`src/secure_region_pkg.sv`:
```
package secure_region_pkg;
	// ----------------------------------------------------------------
	// version status register
	// ----------------------------------------------------------------
	localparam logic [31:0] STATUS_ADDR = 32'h0000_0500;
	localparam int LOCK_BIT = 0;
	localparam int THRESH_LSB = 16;
	localparam int THRESH_MSB = 23;
	localparam int VERSION_W = THRESH_MSB - THRESH_LSB + 1;
	localparam logic LOCK_RESET = 1'h0;
	localparam logic [VERSION_W-1:0] THRESH_RESET = 8'h00;

	// ----------------------------------------------------------------
	// management saved-state area: region-interruption flag
	// ----------------------------------------------------------------
	localparam logic [15:0] MGMT_FLAG_OFFSET = 16'h7EE0;
	localparam logic [2:0] MGMT_FLAG_BIT = 3'h1;

	// ----------------------------------------------------------------
	// core execution state
	// ----------------------------------------------------------------
	typedef enum logic [1:0] {
		ST_OUTSIDE = 2'b00,
		ST_INSIDE = 2'b01,
		ST_PAUSED = 2'b10,
		ST_WAIT_STARTUP = 2'b11
	} region_state_t;
endpackage

```
`src/version_status_reg.sv`:
```
`timescale 1ns/1ns
// holds the lock bit and the latched threshold; registered read port
module version_status_reg #(
	parameter int VERSION_W = secure_region_pkg::VERSION_W
) (
	input wire logic clk,
	input wire logic rst,
	input wire logic secure_instr_ok,
	input wire logic [VERSION_W-1:0] fw_threshold,
	input wire logic safer_mode_support,
	input wire logic rd_en,
	input wire logic [31:0] rd_addr,
	output logic [63:0] rd_data,
	output logic rd_ack,
	output logic rd_err,
	output logic lock,
	output logic [VERSION_W-1:0] threshold
);
	typedef struct packed {
		logic lock;
		logic [VERSION_W-1:0] thresh;
		logic [63:0] rdata;
		logic ack;
		logic err;
	} status_state_t;

	status_state_t st_r;
	status_state_t st_nxt;

	// ----------------------------------------------------------------
	// next state
	// ----------------------------------------------------------------
	// the lock is one-way until reset, so a second good instruction
	// cannot move the threshold under a running launch check
	always_comb begin
		st_nxt = st_r;
		st_nxt.ack = 1'b0;
		st_nxt.err = 1'b0;
		if (secure_instr_ok && !st_r.lock) begin
			st_nxt.lock = 1'b1;
			st_nxt.thresh = fw_threshold;
		end
		if (rd_en) begin
			st_nxt.ack = 1'b1;
			st_nxt.rdata = 64'h0;
			if (rd_addr == secure_region_pkg::STATUS_ADDR) begin
				st_nxt.rdata[secure_region_pkg::LOCK_BIT] = st_r.lock;
				if (safer_mode_support) begin
					st_nxt.rdata[secure_region_pkg::THRESH_MSB:
						secure_region_pkg::THRESH_LSB] = st_r.thresh;
				end
			end else begin
				st_nxt.err = 1'b1; // unmapped address faults
			end
		end
	end

	// ----------------------------------------------------------------
	// registers
	// ----------------------------------------------------------------
	always_ff @(posedge clk or posedge rst) begin
		if (rst) begin
			st_r.lock <= secure_region_pkg::LOCK_RESET;
			st_r.thresh <= secure_region_pkg::THRESH_RESET;
			st_r.rdata <= 64'h0;
			st_r.ack <= 1'b0;
			st_r.err <= 1'b0;
		end else begin
			st_r <= st_nxt;
		end
	end

	assign rd_data = st_r.rdata;
	assign rd_ack = st_r.ack;
	assign rd_err = st_r.err;
	assign lock = st_r.lock;
	assign threshold = st_r.thresh;
endmodule // version_status_reg

```
`src/secure_region_exit_ctrl.sv`:
```
`timescale 1ns/1ns
// What this block does
// - on management-event exit, set saved-state flag at 07EE0H bit 1.
// - re-init outside virtualization: exit, reset state, firmware or wait.
// - re-init in virtualization root operation is blocked as usual.
// - re-init in non-root: exit then vm exit with region bit set.
// - never inside while waiting; startup messages inside are discarded.
// - after re-init and startups, mode flag 0, page cache state kept.
// - direct memory access to processor-reserved memory is rejected.
// - secure-launch instruction inside the region, unless paused, raises invalid opcode.
// - responding core inside at launch-enter exits then waits startup.
// - responding core inside at launch-exit pauses until it completes.
// - trusted launch leaves region configuration and regions untouched.
// - expected version latched on first good region instruction, kept.
// - signed module launches only if lock is clear or its version meets threshold.
// - version status is a read-only register at address 500h.
// - bit 0 is lock; when clear any signed module launches.
// - bits 23:16 threshold if safer mode, else 0; others zero.
// - every entry and exit flushes translations and clears address watch.
module secure_region_exit_ctrl #(
	parameter int VERSION_W = secure_region_pkg::VERSION_W
) (
	input wire logic clk,
	input wire logic rst,
	input wire logic enter_region,
	input wire logic exit_region,
	input wire logic system_management_event,
	input wire logic reinit_req,
	input wire logic startup_interprocessor_message,
	input wire logic virt_root,
	input wire logic virt_nonroot,
	input wire logic boot_core,
	input wire logic secure_launch_instruction,
	input wire logic launch_enter_leaf,
	input wire logic launch_exit_leaf,
	input wire logic launch_exit_done,
	input wire logic secure_instr_ok,
	input wire logic [VERSION_W-1:0] fw_threshold,
	input wire logic safer_mode_support,
	input wire logic module_launch_req,
	input wire logic [VERSION_W-1:0] module_version,
	input wire logic dma_req,
	input wire logic dma_hits_reserved,
	input wire logic status_rd,
	input wire logic [31:0] status_addr,
	output logic [63:0] status_rdata,
	output logic status_ack,
	output logic status_err,
	output logic in_region,
	output logic async_secure_exit,
	output logic mgmt_flag_wr,
	output logic [15:0] mgmt_flag_offset,
	output logic [2:0] mgmt_flag_bit,
	output logic arch_reset,
	output logic run_firmware,
	output logic wait_startup,
	output logic vm_exit,
	output logic vm_exit_region_bit,
	output logic reinit_blocked,
	output logic startup_discard,
	output logic invalid_opcode_fault,
	output logic core_paused,
	output logic translation_flush,
	output logic watch_clear,
	output logic dma_grant,
	output logic dma_reject,
	output logic launch_allow,
	output logic launch_shutdown
);
	typedef struct packed {
		secure_region_pkg::region_state_t st;
		logic axit;
		logic mgmt_wr;
		logic areset;
		logic fw;
		logic vmex;
		logic blocked;
		logic discard;
		logic opf;
		logic flush;
		logic dgrant;
		logic dreject;
		logic lallow;
		logic lshut;
	} ctrl_state_t;

	ctrl_state_t cs_r;
	ctrl_state_t cs_nxt;
	logic lock;
	logic [VERSION_W-1:0] threshold;

	// ----------------------------------------------------------------
	// version status register
	// ----------------------------------------------------------------
	version_status_reg #(
		.VERSION_W(VERSION_W)
	) status_u (
		.clk(clk),
		.rst(rst),
		.secure_instr_ok(secure_instr_ok),
		.fw_threshold(fw_threshold),
		.safer_mode_support(safer_mode_support),
		.rd_en(status_rd),
		.rd_addr(status_addr),
		.rd_data(status_rdata),
		.rd_ack(status_ack),
		.rd_err(status_err),
		.lock(lock),
		.threshold(threshold)
	);

	// launch gate; unlocked means the version is not consulted at all
	function automatic logic version_ok(input logic lk,
		input logic [VERSION_W-1:0] ver, input logic [VERSION_W-1:0] thr);
		version_ok = !lk || (ver >= thr);
	endfunction

	// ----------------------------------------------------------------
	// next state
	// ----------------------------------------------------------------
	// priority inside the region: re-init, management event,
	// launch-enter, launch-exit, then ordinary exit; only one exit
	// is taken per cycle so the flush is never issued twice
	always_comb begin
		cs_nxt = cs_r;
		cs_nxt.axit = 1'b0;
		cs_nxt.mgmt_wr = 1'b0;
		cs_nxt.areset = 1'b0;
		cs_nxt.fw = 1'b0;
		cs_nxt.vmex = 1'b0;
		cs_nxt.blocked = 1'b0;
		cs_nxt.discard = 1'b0;
		cs_nxt.opf = 1'b0;
		cs_nxt.flush = 1'b0;
		cs_nxt.dgrant = 1'b0;
		cs_nxt.dreject = 1'b0;
		cs_nxt.lallow = 1'b0;
		cs_nxt.lshut = 1'b0;
		// page cache, its map and engine state live elsewhere and are
		// never touched here, by re-init or by a trusted launch
		case (cs_r.st)
			secure_region_pkg::ST_OUTSIDE: begin
				if (enter_region) begin
					cs_nxt.st = secure_region_pkg::ST_INSIDE;
					cs_nxt.flush = 1'b1;
				end
			end
			secure_region_pkg::ST_INSIDE: begin
				if (reinit_req && virt_root) begin
					cs_nxt.blocked = 1'b1;
				end else if (reinit_req && virt_nonroot) begin
					cs_nxt.st = secure_region_pkg::ST_OUTSIDE;
					cs_nxt.axit = 1'b1;
					cs_nxt.vmex = 1'b1;
					cs_nxt.flush = 1'b1;
				end else if (reinit_req) begin
					cs_nxt.axit = 1'b1;
					cs_nxt.areset = 1'b1;
					cs_nxt.flush = 1'b1;
					cs_nxt.fw = boot_core;
					cs_nxt.st = boot_core ? secure_region_pkg::ST_OUTSIDE
						: secure_region_pkg::ST_WAIT_STARTUP;
				end else if (system_management_event) begin
					cs_nxt.st = secure_region_pkg::ST_OUTSIDE;
					cs_nxt.axit = 1'b1;
					cs_nxt.mgmt_wr = 1'b1;
					cs_nxt.flush = 1'b1;
				end else if (launch_enter_leaf) begin
					cs_nxt.st = secure_region_pkg::ST_WAIT_STARTUP;
					cs_nxt.axit = 1'b1;
					cs_nxt.flush = 1'b1;
				end else if (launch_exit_leaf) begin
					cs_nxt.st = secure_region_pkg::ST_PAUSED;
				end else if (exit_region) begin
					cs_nxt.st = secure_region_pkg::ST_OUTSIDE;
					cs_nxt.flush = 1'b1;
				end
				if (secure_launch_instruction) begin
					cs_nxt.opf = 1'b1;
				end
				if (startup_interprocessor_message) begin
					cs_nxt.discard = 1'b1;
				end
			end
			secure_region_pkg::ST_PAUSED: begin
				// region and its configuration stay as they were
				if (launch_exit_done) begin
					cs_nxt.st = secure_region_pkg::ST_INSIDE;
				end
				if (startup_interprocessor_message) begin
					cs_nxt.discard = 1'b1;
				end
			end
			secure_region_pkg::ST_WAIT_STARTUP: begin
				// entry requests are ignored here: no region while waiting
				if (startup_interprocessor_message) begin
					cs_nxt.st = secure_region_pkg::ST_OUTSIDE;
				end
			end
			default: cs_nxt.st = secure_region_pkg::ST_OUTSIDE;
		endcase
		if (dma_req) begin
			cs_nxt.dreject = dma_hits_reserved;
			cs_nxt.dgrant = !dma_hits_reserved;
		end
		if (module_launch_req) begin
			cs_nxt.lallow = version_ok(lock, module_version, threshold);
			cs_nxt.lshut = !version_ok(lock, module_version, threshold);
		end
	end

	// ----------------------------------------------------------------
	// registers
	// ----------------------------------------------------------------
	always_ff @(posedge clk or posedge rst) begin
		if (rst) begin
			cs_r <= '0;
			cs_r.st <= secure_region_pkg::ST_OUTSIDE;
		end else begin
			cs_r <= cs_nxt;
		end
	end

	// ----------------------------------------------------------------
	// outputs
	// ----------------------------------------------------------------
	assign in_region = (cs_r.st == secure_region_pkg::ST_INSIDE)
		|| (cs_r.st == secure_region_pkg::ST_PAUSED);
	assign core_paused = (cs_r.st == secure_region_pkg::ST_PAUSED);
	assign wait_startup = (cs_r.st == secure_region_pkg::ST_WAIT_STARTUP);
	assign async_secure_exit = cs_r.axit;
	assign mgmt_flag_wr = cs_r.mgmt_wr;
	assign mgmt_flag_offset = secure_region_pkg::MGMT_FLAG_OFFSET;
	assign mgmt_flag_bit = secure_region_pkg::MGMT_FLAG_BIT;
	assign arch_reset = cs_r.areset;
	assign run_firmware = cs_r.fw;
	assign vm_exit = cs_r.vmex;
	assign vm_exit_region_bit = cs_r.vmex;
	assign reinit_blocked = cs_r.blocked;
	assign startup_discard = cs_r.discard;
	assign invalid_opcode_fault = cs_r.opf;
	assign translation_flush = cs_r.flush;
	assign watch_clear = cs_r.flush;
	assign dma_grant = cs_r.dgrant;
	assign dma_reject = cs_r.dreject;
	assign launch_allow = cs_r.lallow;
	assign launch_shutdown = cs_r.lshut;
endmodule // secure_region_exit_ctrl

```
`config.mk`:
```
export PLATFORM = sky130hd
export DESIGN_NAME = secure_region_exit_ctrl
export DESIGN_NICKNAME = d
export VERILOG_FILES = /design/src/secure_region_pkg.sv /design/src/version_status_reg.sv /design/src/secure_region_exit_ctrl.sv
export SDC_FILE = /design/constraint.sdc
export NUM_CORES = 1
export LEC_CHECK = 0
export ABC_CLOCK_PERIOD_IN_PS = 2100
export BUFFER_PORTS_ARGS = -buffer_cell sky130_fd_sc_hd__buf_2
export CORE_ASPECT_RATIO = 0.6
export CORE_MARGIN = 2
export CORE_UTILIZATION = 41
export DETAILED_ROUTE_END_ITERATION = 10
export PLACE_DENSITY_LB_ADDON = 0.2
export REMOVE_ABC_BUFFERS = 1
export SLEW_MARGIN = 0
export SYNTH_ARGS = -nofsm -noshare
export SYNTH_HDL_FRONTEND = slang
export SYNTH_SLANG_ARGS = --single-unit
```
`constraint.sdc`:
```
create_clock -name clk -period 2.1 [get_ports clk]
set_clock_uncertainty 0.2 [all_clocks]
set_input_delay 0.21 -clock clk [delete_from_list [all_inputs] [get_ports clk]]
set_output_delay 0.21 -clock clk [all_outputs]
set_load 0.01 [all_outputs]
```
## Word-level counts from Yosys, hierarchy flattened

Index checks and enable logic that the tools add are counted.

| cells by class | value |
|---|---|
| order comparisons | 1 |
| equality and inequality tests | 9 |
| multiplexer cells | 40 |
| reductions and logical operators | 11 |

Operators by type and width:

| cell | number |
|---|---|
| 32-bit by 11-bit equality test with 1-bit output, second input constant | 1 |
| 2-bit 2-to-1 mux | 11 |
| 1-bit 2-to-1 mux | 19 |
| 8-bit 2-to-1 mux | 2 |
| 3-bit 2-to-1 mux | 4 |
| 8-bit greater-or-equal comparator | 1 |
| 2-bit != test, second input constant | 4 |
| 2-bit case mux with 4 select lines | 1 |
| 7-bit 2-to-1 mux | 1 |
| 7-bit != test, second input constant | 1 |
| 6-bit 2-to-1 mux | 1 |
| 5-bit AND reduction | 1 |
| 2-bit equality test, second input constant | 2 |
| 1-bit logical AND | 3 |
| 1-bit logical NOT | 3 |
| 2-bit by 1-bit equality test with 1-bit output, second input constant | 1 |
| 2-bit logical NOT | 1 |
| 1-bit logical OR | 2 |
| 1-bit case mux with 2 select lines | 1 |
| 2-bit OR reduction | 1 |

| word-level totals | value |
|---|---|
| bits in registers | 35 |
| bits of input ports | 68 |
| output and inout bits | 103 |
| logic and storage cells | 80 |

## Depth between registers and ports, before layout

| logic depth | value |
|---|---|
| word-level depth | 8 |
| depth in mapped cells | 6 |
| mapped depth without buffers | 6 |

## Cells and area by module

From an unflattened synthesis, not the netlist that was laid out.

| unflattened totals | value |
|---|---|
| cell total of the unflattened synthesis | 243 |
| area total of the unflattened synthesis | 2487.4 um^2 |

By module, submodules not included:

| module | instances | cells an instance | area each (um^2) | seq. area each (um^2) |
|---|---|---|---|---|
| version_status_reg | 1 | 129 | 1431.4 | 500.5 |
| secure_region_exit_ctrl | 1 | 114 | 1056.0 | 375.4 |

## Worst setup path before layout

No wires, ideal clock.

| timing path | value |
|---|---|
| path type | reg-to-reg |
| start | register cs_r[14] (netlist name) |
| end | register cs_r[13] (netlist name) |
| setup time | 0.128 ns |
| arrival | 1.382 ns |
| required time | 1.772 ns |
| setup slack | 0.391 ns |
| stages on the path, launching flop included | 7 |
| path buffers | 1 |
| period minus slack after synthesis | 1.709 ns |
| cell sequence | dfrtp_1 > inv_1 > ha_1 > buf_6 > and3_1 > nand3b_1 > mux2_1 |

| between the ends | value |
|---|---|
| longest elaborated chain between the ends | 3 |
| elaborated cells on any way between the ends | 11 |
| classes of those cells | eq/ne (8); mux (1); reduce/logical (2) |

RTL lines:

| what | line | source |
|---|---|---|
| from (decl) | secure_region_exit_ctrl.sv:87 | `ctrl_state_t cs_r;` |
| from (signal assigned) | secure_region_exit_ctrl.sv:220 | `cs_r <= cs_nxt;` |
| 2-bit by 1-bit equality test with 1-bit output (tied with other cells) | secure_region_exit_ctrl.sv:141 | `case (cs_r.st)` |
| 7-bit != test (no source line) / 2-bit != test (equally long branches) | -- |  |
| 5-bit AND reduction (no source line) | -- |  |

Parallel ways exist; a longest one is shown, timed or not.
A chain may end at the register's enable or synchronous reset.

==> reports/metrics.csv <==
metric,value,unit
vias in the first global route,1564,
Fmax,533,MHz
Max Cap Viol,0,
"CP delay by family, top",buffers and inverters,
DIE AREA,0.00628,mm²
# DRC,0,
Yosys Warn Count,0,
area grow syn2layout,23.5,%
Tot GR Track Use,14.7,%
Initial Util,41.9,%
top post-synthesis cells by count,"buf_4, dfrtp_1, inv_1",
ys flop type,dfrtp_1,
count of pins over their slew limit,0,
H-tree depth,2,
Die H,62.2,µm
minimum clock period,1.88,ns
clk buf depth,2,
first-pass GRT wire length,7220,µm
die width,101,µm
final weighted congestion in routability-driven placement,0.780,
r2r worst-path depth,5,
Power Density,680,mW/mm²
Clk Tree Root Cell,clkbuf_8,
number of buffers and inverters on the critical path,2,
RSZ-0062 raised after global routing,false,
slowest library cell on the worst path,dlygate4sd3_1,
reg-to-reg startpoint,cs_r[14],
Iteration-0 DRC Markers,60,
reg2reg setup slack,0.22,ns
# diodes,0,
Mapped Area,0.00231,mm²
P_leak,1.68,nW
Routed Antenna Nets,0,
Via-to-Cell Ratio,4.19,
final global-route overflow total,0,
Final setup viols,0,
run status,"complete, no violations",
Mean Syn Cell Area,9.64,µm²
mean routed wirelength per cell,11.3,µm
"flops & latches, synth",35,
# IOs,171,
Setup TNS,0,ns
Largest register FFs,9,
CP max FO,10,
core area,0.00552,mm²
CTS buffer count,5,
final hold vios,0,
HP Start,module_launch_req,
hold path depth,3,
TritonCTS clock tree,yes,
number of synthesized flops with an enable pin,0,
clock sink total,35,
VDD IR max,0.242,mV
placed insts,398,
clock transition at the registers of the reported paths,0.07,ns
sequential area share after synthesis,37.9,%
via count,1784,
Startpoint Class,flop,
Cells after Synth,240,
Worst EP required,2.12,ns
WS Path Type,flop to flop,
crit-path cells,inv_1 > ha_2 > nand2_1 > nor3_1 > dlygate4sd3_1,
Critical Path AT,1.89,ns
Critical Path Source,cs_r[14],
post-DP HPWL,3760,µm
final cell count without fillers,426,
Hold Crit Class,input pin to flop,
First-pass DRT Iterations,4,
Final nets,436,
postcts setup bufs,0,
Synth area leaders,"dfrtp_1, buf_4, ha_1",
Sequential Area,876,µm²
Async SR Flop Fraction,100,%
post-synth cell types,41,
Setup crit end kind,flop,
worst-skew pair later-pin latency,0.28,ns
final wirelength,4800,µm
layout filler cell count,539,
Synth top area share,37.9,%
Stages on worst setup path,5,
Max stage delay on crit path,0.57,ns
Final period util,89.3,%
most numerous cell in the Yosys netlist,buf_4,
antenna violations before repair,0,
maximum number of pins on one net before global-route repair,36,
share of layout cells above drive strength 1,31.4,%
"area leader, netlist",dfrtp_1,
Buffers on Ports,96,
num rows,21,
footprint of the multi-input gates,0.00105,mm²
==> worst reg2reg max path, cell delays in order, from the launching register on <==
cell           delay, ns
dfrtp_1             0.41
inv_1               0.09
ha_2                0.28
nand2_1             0.11
nor3_1              0.15
dlygate4sd3_1       0.57
==> final cells by class <==
cell class	instances	area share (%)
Multi-Input combinational cell	179	36.6
Sequential cell	35	30.6
Timing Repair Buffer	119	24.6
Tap cell	69	3.02
Clock buffer	6	2.54
Inverter	16	2.10
Clock inverter	2	0.438
==> per-stage QoR <==
step | hold slack [ns] | power, mW | cell area (µm²) | setup slack (ns) | utilization (%)
floorplan | 0.0414 | 1.21 | 1980 | 0.394 | -
finish | 0.0187 | 1.94 | 2860 | 0.225 | 51.8
global route | 0.0135 | 2.10 | 2860 | 0.0870 | 51.8
global placement | 0.144 | 1.45 | 2570 | 0.306 | 46.6
CTS | 0.00583 | 1.97 | 2860 | 0.116 | 51.7
detailed placement | 0.140 | 1.46 | 2570 | 0.250 | 46.6
==> cells in the final DEF, fill, tap and decap left out, drive strengths merged, types with 9 or more instances in the layout <==
cell         instances
buf                 99
conb                74
dfrtp               35
dlygate4sd3         20
inv                 15
nor2b               13
o21ai               13
ha                  12
nand2               10
a41o                 9
==> cells by family after synthesis <==
kind of cell	count (synthesis)	synth area share [%]
other	2	0.325
adders and majority gates	12	6.49
and+or+nand+nor	59	15.5
DFF	35	37.9
AOI/OAI and AO/OA	31	9.68
muxes	3	1.46
buffers and inverters	98	28.7
==> layer usage <==
metal  track usage (%)  share of wire [%]  vias to the layer above
met1              20.7                 46                      802
met4              4.05               0.37                        0
li1                  -                  -                      888
met3              3.27                8.4                        2
met2              22.8                 46                       92
met5                 0                  0                        -
==> what timing repair did <==
action / in CTS / in global routing
hold endpoints to repair: 52 / 0
hold buffers: 20 / 0
resized for setup: 0 / 1
endpoints found under the setup margin: 0 / 1
==> final timing paths <==
kind	endpoint
worst max-delay path	arch_reset
worst min-delay path	launch_shutdown
worst max register to register	arch_reset
worst min register to register	status_u.rd_data[21]
max in group asynchronous	mgmt_flag_wr
min in group asynchronous	status_u.rd_ack
==> where the power goes <==
group          leakage (nW)  internal, mW  total [mW]  switching (mW)
Clock                0.0412         0.232       0.462           0.230
Sequential            0.447         0.771       0.818          0.0472
Combinational          1.19         0.293       0.664           0.371
Note: power is estimated with default switching activity, not from simulation.
